File: src/uoec_pkg.sv
package uoec_pkg;
  // Register indices; byte address is four times the index
  localparam logic [9:0] CTL_LO_IDX  = 10'h014;
  localparam logic [9:0] CTL_HI_IDX  = 10'h015;
  localparam logic [9:0] INT_STS_IDX = 10'h016;
  localparam logic [9:0] INT_CLR_IDX = 10'h017;
  localparam logic [9:0] INT_EN_IDX  = 10'h018;

  // Low control byte fields
  localparam int LO_TGL_CLR  = 7;
  localparam int LO_STL_SENT = 6;
  localparam int LO_STL_REQ  = 5;
  localparam int LO_FLUSH    = 4;
  localparam int LO_CRC_ERR  = 3;
  localparam int LO_OVERRUN  = 2;
  localparam int LO_FULL     = 1;
  localparam int LO_PKT_RDY  = 0;

  // High control byte fields
  localparam int HI_DBL = 7;
  localparam int HI_ISO = 6;

  // Interrupt status, clear and enable layout
  localparam int INT_PKT = 0;
  localparam int INT_STL = 1;
  localparam int INT_OVR = 2;

  // Reset values and buffer capacities in packets
  localparam logic [7:0] CTL_LO_RST = 8'h00;
  localparam logic [7:0] CTL_HI_RST = 8'h00;
  localparam logic [2:0] INT_EN_RST = 3'h0;
  localparam logic [1:0] CAP_SINGLE = 2'h1;
  localparam logic [1:0] CAP_DOUBLE = 2'h2;

  // Events from the serial engine, same clock
  typedef struct packed {
    logic token;      // OUT token seen
    logic data_done;  // OUT data packet ended
    logic crc_err;    // That packet failed its CRC
  } uoec_rx_t;

  // Answers to the serial engine
  typedef struct packed {
    logic stall_hs;   // Send a stall handshake, one cycle
    logic room;       // FIFO can take a packet
    logic toggle;     // Expected data toggle
  } uoec_tx_t;

  typedef struct packed {
    logic        psel;
    logic        penable;
    logic        pwrite;
    logic [11:0] paddr;
    logic [31:0] pwdata;
  } uoec_apb_req_t;

  typedef struct packed {
    logic        stall_req;
    logic        stall_sent;
    logic        crc_err;
    logic        overrun;
    logic        pkt_rdy;
    logic        dbl;
    logic        iso;
    logic [1:0]  pkts;
    logic        toggle;
    logic        stall_hs;
    logic [2:0]  int_sts;
    logic [2:0]  int_en;
    logic [31:0] prdata;
  } uoec_state_t;
endpackage

File: src/uoec_out_ep.sv
// Our own choice: the APB interface to the registers.
`timescale 1ns/1ps
// What this block does
// RULE1 - Transmitting a stall handshake sets the sent-stall flag.
// RULE2 - Firmware alone clears the sent-stall flag by writing zero.
// RULE3 - Double-buffer bit one gives two packet slots, zero gives one.
// RULE4 - Transfer-type bit one means isochronous, zero means bulk or interrupt.
// RULE5 - High byte bits five to zero read zero and ignore writes.
// RULE6 - Bulk packet received sets packet-ready and raises an endpoint interrupt.
// RULE7 - While stall request is set, every OUT is answered with stall.
// RULE8 - Isochronous packet with no room is dropped, sets overrun, interrupts.
// RULE9 - Isochronous CRC-failed packet is stored, sets packet-ready and data error.
// RULE10 - Writing one to toggle-clear zeroes the data toggle; bit reads zero.
module uoec_out_ep (
  input  wire logic                   pclk,
  input  wire logic                   presetn,
  input  wire logic                   ce,
  input  wire uoec_pkg::uoec_apb_req_t apb,
  output logic [31:0]                 prdata,
  output logic                        pready,
  output logic                        pslverr,
  input  wire uoec_pkg::uoec_rx_t     rx,
  output uoec_pkg::uoec_tx_t          tx,
  output logic                        irq
);
  uoec_pkg::uoec_state_t st_r;
  uoec_pkg::uoec_state_t st_nxt;
  logic [9:0] idx;
  logic       hit;
  logic       wr;
  logic       wr_lo;
  logic [1:0] cap;
  logic       full;
  logic [2:0] ev;

  // Zero wait states; a low clock enable stretches the access phase
  assign pready  = ce;
  assign idx     = apb.paddr[11:2];
  assign hit     = (idx == uoec_pkg::CTL_LO_IDX) || (idx == uoec_pkg::CTL_HI_IDX) ||
                   (idx == uoec_pkg::INT_STS_IDX) || (idx == uoec_pkg::INT_CLR_IDX) ||
                   (idx == uoec_pkg::INT_EN_IDX);
  assign pslverr = apb.psel && apb.penable && !hit;
  assign wr      = apb.psel && apb.penable && apb.pwrite && ce && hit;
  assign wr_lo   = wr && (idx == uoec_pkg::CTL_LO_IDX);
  assign cap     = st_r.dbl ? uoec_pkg::CAP_DOUBLE : uoec_pkg::CAP_SINGLE;  // [RULE3]
  assign full    = (st_r.pkts >= cap);

  // Outputs straight from state flops
  assign prdata      = st_r.prdata;
  assign tx.stall_hs = st_r.stall_hs;
  assign tx.room     = !full;
  assign tx.toggle   = st_r.toggle;
  assign irq         = |(st_r.int_sts & st_r.int_en);

  // Next state: software effects first, hardware events last so a set wins
  always_comb begin
    st_nxt          = st_r;
    ev              = 3'h0;
    st_nxt.stall_hs = 1'b0;
    if (wr_lo) begin
      if (apb.pwdata[uoec_pkg::LO_TGL_CLR]) begin
        st_nxt.toggle = 1'b0;  // [RULE10]
      end
      st_nxt.stall_req = apb.pwdata[uoec_pkg::LO_STL_REQ];
      if (!apb.pwdata[uoec_pkg::LO_STL_SENT]) begin
        st_nxt.stall_sent = 1'b0;  // [RULE2]
      end
      if (!apb.pwdata[uoec_pkg::LO_OVERRUN]) begin
        st_nxt.overrun = 1'b0;
      end
      // Unload or flush drops the oldest packet; a second one is re-announced
      if (((st_r.pkt_rdy && !apb.pwdata[uoec_pkg::LO_PKT_RDY]) ||
           apb.pwdata[uoec_pkg::LO_FLUSH]) && (st_r.pkts != 2'h0)) begin
        st_nxt.pkts    = st_r.pkts - 2'h1;
        st_nxt.crc_err = 1'b0;
        st_nxt.pkt_rdy = (st_nxt.pkts != 2'h0);
        ev[uoec_pkg::INT_PKT] = st_nxt.pkt_rdy;
      end
    end
    // High byte keeps only the two mode bits; the rest read zero
    if (wr && (idx == uoec_pkg::CTL_HI_IDX)) begin
      st_nxt.dbl = apb.pwdata[uoec_pkg::HI_DBL];  // [RULE3]
      st_nxt.iso = apb.pwdata[uoec_pkg::HI_ISO];  // [RULE4]
    end
    // Enable is plain read-write; the clear register is write-one-to-clear
    if (wr && (idx == uoec_pkg::INT_EN_IDX)) begin
      st_nxt.int_en = apb.pwdata[2:0];
    end
    if (wr && (idx == uoec_pkg::INT_CLR_IDX)) begin
      st_nxt.int_sts = st_r.int_sts & ~apb.pwdata[2:0];
    end
    // Stalled endpoint: answer the token, take no data
    if (rx.token && st_r.stall_req) begin
      st_nxt.stall_hs       = 1'b1;  // [RULE7]
      st_nxt.stall_sent     = 1'b1;  // [RULE1]
      ev[uoec_pkg::INT_STL] = 1'b1;
    end
    if (rx.data_done && !st_r.stall_req) begin  // [RULE7]
      if (st_r.iso) begin  // [RULE4]
        if (st_nxt.pkts < cap) begin
          st_nxt.pkts           = st_nxt.pkts + 2'h1;
          st_nxt.pkt_rdy        = 1'b1;  // [RULE9]
          ev[uoec_pkg::INT_PKT] = 1'b1;
          if (rx.crc_err) begin
            st_nxt.crc_err = 1'b1;  // [RULE9]
          end
        end else begin
          st_nxt.overrun        = 1'b1;  // [RULE8]
          ev[uoec_pkg::INT_OVR] = 1'b1;
        end
      end else if (!rx.crc_err && (st_nxt.pkts < cap)) begin
        // Bulk with CRC error or no room is left to the engine to ignore or NAK
        st_nxt.pkts           = st_nxt.pkts + 2'h1;
        st_nxt.pkt_rdy        = 1'b1;  // [RULE6]
        st_nxt.toggle         = !st_nxt.toggle;
        ev[uoec_pkg::INT_PKT] = 1'b1;  // [RULE6]
      end
    end
    st_nxt.int_sts = st_nxt.int_sts | ev;
    // Read data captured in the setup phase, held for the access phase
    if (apb.psel && !apb.penable) begin
      unique case (idx)
        uoec_pkg::CTL_LO_IDX:
          st_nxt.prdata = {24'h0, 1'b0, st_r.stall_sent, st_r.stall_req, 1'b0,
                           st_r.crc_err, st_r.overrun, full, st_r.pkt_rdy};  // [RULE10]
        uoec_pkg::CTL_HI_IDX:
          st_nxt.prdata = {24'h0, st_r.dbl, st_r.iso, 6'h00};  // [RULE5]
        uoec_pkg::INT_STS_IDX:
          st_nxt.prdata = {29'h0, st_r.int_sts};
        uoec_pkg::INT_EN_IDX:
          st_nxt.prdata = {29'h0, st_r.int_en};
        default:
          st_nxt.prdata = 32'h0;
      endcase
    end
  end

  // State register, frozen while the clock enable is low
  always_ff @(posedge pclk or negedge presetn) begin
    if (!presetn) begin
      st_r            <= '0;
      st_r.stall_req  <= uoec_pkg::CTL_LO_RST[uoec_pkg::LO_STL_REQ];
      st_r.dbl        <= uoec_pkg::CTL_HI_RST[uoec_pkg::HI_DBL];
      st_r.iso        <= uoec_pkg::CTL_HI_RST[uoec_pkg::HI_ISO];
      st_r.int_en     <= uoec_pkg::INT_EN_RST;
    end else if (ce) begin
      st_r <= st_nxt;
    end
  end

  // A data end that the endpoint can store this cycle
  logic acc_ok;
  assign acc_ok = ce && rx.data_done && !st_r.stall_req && !full && !wr_lo;
endmodule  // uoec_out_ep

File: config.mk
export PLATFORM = sky130hd
export DESIGN_NAME = uoec_out_ep
export DESIGN_NICKNAME = d
export VERILOG_FILES = /design/src/uoec_pkg.sv /design/src/uoec_out_ep.sv
export SDC_FILE = /design/constraint.sdc
export NUM_CORES = 1
export LEC_CHECK = 0
export BUFFER_PORTS_ARGS = -buffer_cell sky130_fd_sc_hd__buf_2
export CAP_MARGIN = 5
export CORE_MARGIN = 1
export CORE_UTILIZATION = 44
export CTS_BUF_LIST = sky130_fd_sc_hd__clkbuf_16
export DETAILED_ROUTE_END_ITERATION = 10
export PLACE_DENSITY = 0.87
export REMOVE_ABC_BUFFERS = 1
export SYNTH_ARGS = -nofsm -noshare
export SYNTH_HDL_FRONTEND = slang
export SYNTH_SLANG_ARGS = --single-unit
File: constraint.sdc
create_clock -name pclk -period 5.2 [get_ports pclk]
set_input_delay 1.04 -clock pclk [delete_from_list [all_inputs] [get_ports pclk]]
set_output_delay 1.04 -clock pclk [all_outputs]
set_load 0.02 [all_outputs]
-- Word level (Yosys, flattened, before mapping)
Cells that the tools add are included.
- equality and inequality tests: 6
- $add $sub $neg: 2
- reduce and logical (&&, ||, !) cells: 36
- shift operators: 0
- bitwise logic cells: 4
- $lt $le $gt $ge: 2
- multiply operators: 0
- muxes and demuxes: 35
- div/mod/pow operators: 0
- operators with widths (cell ; number):
    equality test 10 x 5 -> 1 bit (second input constant) ; 5
    one-hot mux 8 bit (4 select lines) ; 1
    2-to-1 mux 1 bit ; 23
    logical AND 1 bit ; 15
    2-to-1 mux 3 bit ; 5
    2-to-1 mux 2 bit ; 5
    AND reduction 2 bit ; 4
    logical NOT 1 bit ; 7
    AND 3 bit ; 2
    nonzero test 2 bit ; 3
    logical OR 1 bit ; 5
    2-to-1 mux 4 bit ; 1
    inverter 3 bit ; 1
    OR 3 bit ; 1
    AND reduction 3 bit ; 1
    OR reduction 3 bit ; 1
    adder 2 x 1 -> 2 bit (second input constant) ; 1
    >= comparator 2 bit ; 1
    less-than comparator 2 bit ; 1
    inequality test 2 x 1 -> 1 bit (second input constant) ; 1
    subtractor 2 x 1 -> 2 bit (second input constant) ; 1
- RAM bits: 0
- bits in registers: 49
- latch bits: 0
- ROM bits: 0
- memories: 0
- logic and storage cells: 98
- bits of input ports: 53
- output and inout bits: 38

-- Logic depth before layout (Yosys ltp)
- depth after elaboration: 14
- mapped depth: 14
- gate-level depth less buffers: 13

-- Worst setup path after synthesis
Ideal clock, no wire load.
- path type: in2reg
- from: input apb[41] (netlist name)
- to: register st_r[41] (netlist name)
- buffers on the path: 1
- data required time: 5.077 ns
- slack: 0.801 ns
- setup time: 0.123 ns
- arrival time: 4.276 ns
- cell stages on the path: 12
- cells stage by stage: or4_4 -> or4b_4 -> buf_6 -> or2_1 -> nand2_1 -> o21ai_0 -> ha_1 -> or3b_2 -> or3_1 -> or4_1 -> a21oi_1 -> nor4_1
- word-level cells in the longest chain between the ends: 13
- ends and longest elaborated chain (element ; line ; source):
    start, declared ; uoec_out_ep.sv:18 ; input wire uoec_pkg::uoec_apb_req_t apb,
    equality test 10 x 5 -> 1 bit, on equally long branches ; uoec_out_ep.sv:39, uoec_out_ep.sv:44 ;
    logical OR 1 bit (2 in series) ; uoec_out_ep.sv:39 ; assign hit = (idx == uoec_pkg::CTL_LO_IDX) || (idx == uoec_pkg::CTL_HI_IDX) ||
    logical OR 1 bit (2 in series) ; uoec_out_ep.sv:40 ; (idx == uoec_pkg::INT_STS_IDX) || (idx == uoec_pkg::INT_CLR_IDX) ||
    logical AND 1 bit ; uoec_out_ep.sv:43 ; assign wr = apb.psel && apb.penable && apb.pwrite && ce && hit;
    logical AND 1 bit * ; uoec_out_ep.sv:44 ; assign wr_lo = wr && (idx == uoec_pkg::CTL_LO_IDX);
    2-to-1 mux 3 bit * ; uoec_out_ep.sv:60 ; if (wr_lo) begin
    less-than comparator 2 bit ; uoec_out_ep.sv:100, uoec_out_ep.sv:111 ;
    logical AND 1 bit ; uoec_out_ep.sv:111 ; end else if (!rx.crc_err && (st_nxt.pkts < cap)) begin
    2-to-1 mux 3 bit ; uoec_out_ep.sv:111 ;
    2-to-1 mux 2 bit ; uoec_out_ep.sv:99 ; if (st_r.iso) begin
    2-to-1 mux 3 bit * ; uoec_out_ep.sv:98 ; if (rx.data_done && !st_r.stall_req) begin
    end signal, assigned ; uoec_out_ep.sv:147 ; st_r <= st_nxt;
    end, declared ; uoec_out_ep.sv:26 ; uoec_pkg::uoec_state_t st_r;
Mark *: on every way between the ends. The rest lies on a longest branch, timed or not.
A chain may end at the register's enable or synchronous reset.

-- Worst setup path in the final report
Same ends and word-level chain as after synthesis.

==> reports/qor.yml <==
global_routing:
  antenna_violations_before_repair: 0
  number_of_global_route_vias_before_repair: 1332
  grtUsageMet3_pct: 3.47
  met2_usage_pct: 28.5
  grt_max_degree: 25
  grt.busiest_layer: "met2"
  gr-usage-met1_pct: 26.2
  global_route_wire_length_before_repair_mm: 6.05
  track_usage_pct: 18.1
  globalRoute.totalOverflow: 0
layout:
  layout.cells.most_common_list: "sky130_fd_sc_hd__buf_2, sky130_fd_sc_hd__conb_1, sky130_fd_sc_hd__dfrtp_1, sky130_fd_sc_hd__nand2_1, sky130_fd_sc_hd__o21ai_0"
  finish.net_count: 281
  post_layout_nonfiller_instances: 270
  num_antenna_cells: 0
  fillers: 359
  layout_area_overhead_pct: 9.32
  final_core_util_pct: 51.4
  final_common_cell: "sky130_fd_sc_hd__buf_2"
  share_of_post_route_cells_with_drive_strength_above_1_pct: 25.2
timing:
  timing_worst_slew_pin_value_ns: 0.588
  slew-limit-headroom_pct: 60.7
  timing.final.crit_share_pct: 85.2
  post-route-min-period_ns: 4.43
  rsz_0062_raised_after_global_routing: "no"
  finClkSkew_ns: 0.00650
  report.final.setup_viol: 0
  setup_total_neg_slack_ns: 0
  holdWs_ns: 0.461
  hold_violations: 0
  max_freq_mhz: 226
  timing_max_transition_violations_final: 0
power:
  power_report.internal_total_mw: 0.375
  p_switching_mw: 0.132
  switching_power_as_a_share_of_total_power_pct: 26.0
  power.density_cell_area_nw_per_um2: 263
  comb_power_share_pct: 17.9
  power.static_leakage_nw: 0.940
  peakVddDrop_mv: 0.258
  clkPwrFrac_pct: 42.9
  p_seq_share_pct: 39.3
routing:
  vias: 1439
  routedWlPerCell_um: 13.5
  vias_per_cell: 5.33
  ant_nets: 0
  drt-pass1-iter-count: 4
  drt_drc_violations_left: 0
  first_iter_violations: 53
  route.final.wire_length_mm: 3.64
die:
  io_pins: 91
  rows: 22
  placeableCoreArea_um2: 3740
  die_w_um: 65.2
  initial_core_util_pct: 47.0
  fp.dieH_um: 65.2
  fp.dieArea_um2: 4250
cts:
  clkTransAtPathRegs_ns: 0.06
  cts_tree: "done"
  cts-buffers-inserted: 3
  cts-htree-levels: 1
  clock_insertion_delay_worst_skew_ns: 0.26
  cts-root-buf: "sky130_fd_sc_hd__clkbuf_16"
  clkSinkCount: 24
  cts_repair_resize_count: 0
  maximum_count_of_clock_buffers_along_a_single_path: 2
  post-cts-setup-buffer-count: 0
  post_cts_hold_buffer_count: 0
worst_setup_path:
  start_kind: "input port"
  r2r-end: "st_r[41]"
  cp-end-kind: "flop"
  crit_type: "input port to flop"
  crit_path_max_incr_delay_ns: 0.62
  ff2ff_path_depth: 13
  critical_path_peak_fanout: 11
  critical-path-slowest-cell: "sky130_fd_sc_hd__or4b_4"
  worstPathCellList: "buf_2, or4_4, or4b_4, or2_1, nand2_1, o21ai_0, ha_1, or3b_2, or3_1, or4_1, a21oi_1, nor4_1"
  regToRegStartpoint: "st_r[40]"
  crit_required_ns: 5.34
  cp.arrival_ns: 4.57
  rrSetupSlack_ns: 1.62
hold_path:
  hold_start: "prdata[6]"
  timing.hold.worst.class: "flop to flop"
  whs_endpoint: "prdata[6]"
  timing.hold.worst_path_depth: 2
yosys:
  syn-cell-area_um2: 1760
  ys.warnings.count: 0
  synth-async-reset-ratio_pct: 100
  yosys_register_bits: 24
  synth_sequential_area_ratio_pct: 34.1
  synth_area_per_cell_um2: 9.07
  synth-edff-count: 0
  ys_dominant_reg_cell: "sky130_fd_sc_hd__dfrtp_1"
  netlist_instances: 194
  post_synth_num_cell_types: 53
place:
  placed_cells_incl_taps: 266
  hpwl_mm: 2.85
  gpl.final_weighted_congestion: 0.966
  placement.io_buffers: 38
flow_run:
  max_cap_violations: 0
outcome:
  outcome: "finished clean"
-- through the flow --
step	setup WS [ns]	cell area, um^2	power, mW
4_1_cts	0.804	1920	0.509
2_1_floorplan	0.865	1570	0.259
5_1_grt	0.651	1920	0.527
3_3_place_gp	0.575	1820	0.290
6_report	0.768	1920	0.506
3_5_place_dp	0.550	1820	0.291
-- cell usage after synthesis (all sizes together) (2+ instances only) --
cell    instances  area (um^2)
nor3            5         25.0
or4             2         18.8
a21bo           2         20.0
inv             6         22.5
nor4            2         12.5
nor3b           3         22.5
a21oi           8         40.0
dfrtp          24          601
o21ai          12         60.1
and3            5         31.3
nor2            5         21.3
nand2          22         82.6
a22oi           3         22.5
ha              5         62.6
o211ai          2         15.0
a22o            5         43.8
nor2b           5         31.3
nand4           2         12.5
nand2b          4         25.0
nor4b           2         30.0
buf            36          274
clkbuf          2         7.51
mux2            5         56.3
or2             2         12.5
and2            2         12.5
-- state kept, by name, summed over array words and instances (netlist names) --
name,flops
prdata,7
tx,2
st_r,15
-- power groups by stage --
stage          Combinational [mW]  Clock, mW  Sequential, mW
2_1_floorplan              0.0525          0           0.206
3_3_place_gp               0.0883          0           0.202
3_5_place_dp               0.0887          0           0.202
4_1_cts                    0.0900      0.221           0.199
5_1_grt                     0.100      0.228           0.200
6_report                   0.0905      0.217           0.199
-- routing by layer --
metal	share of wire [%]	routed length [um]
met1	47	1710
met4	0	0
met3	6.3	230
met2	47	1700
met5	0	0
-- final cells by class --
| type | count | area (um^2) | share of cell area, % |
|---|---|---|---|
| Tap cell | 48 | 60.1 | 3.12 |
| Timing Repair Buffer | 38 | 190 | 9.89 |
| Clock inverter | 1 | 30.0 | 1.56 |
| Clock buffer | 3 | 75.1 | 3.90 |
| Inverter | 6 | 22.5 | 1.17 |
| Sequential cell | 24 | 601 | 31.2 |
| Multi-Input combinational cell | 150 | 945 | 49.1 |
-- worst max-delay path: cells and delay by family --
kind	cells	cell delay, ns
compound gates	2	0.23
simple gates	8	2.94
fa+ha+maj	1	0.24
buf+inv	1	0.11
-- worst max-delay path by stage --
stage          startpoint  endpoint  slack (ns)  cells past startpoint
4_1_cts           apb[41]  st_r[41]        0.80                     12
3_5_place_dp      apb[41]  st_r[41]        0.55                     12
5_1_grt           apb[41]  st_r[41]        0.65                     12
6_report          apb[41]  st_r[41]        0.77                     12
3_3_place_gp      apb[41]  st_r[41]        0.58                     12
2_1_floorplan     apb[41]  st_r[41]        0.86                     11
-- cells by family after synthesis --
family / synth area share (%)
other: 0.213
buffers and inverters: 17.3
xor gates and xnor gates: 0.996
AOI/OAI and AO/OA: 17.9
adders and majority gates: 3.56
and+or+nand+nor: 22.1
DFF: 34.1
muxes: 3.77
(Power assumes the default switching activity.)
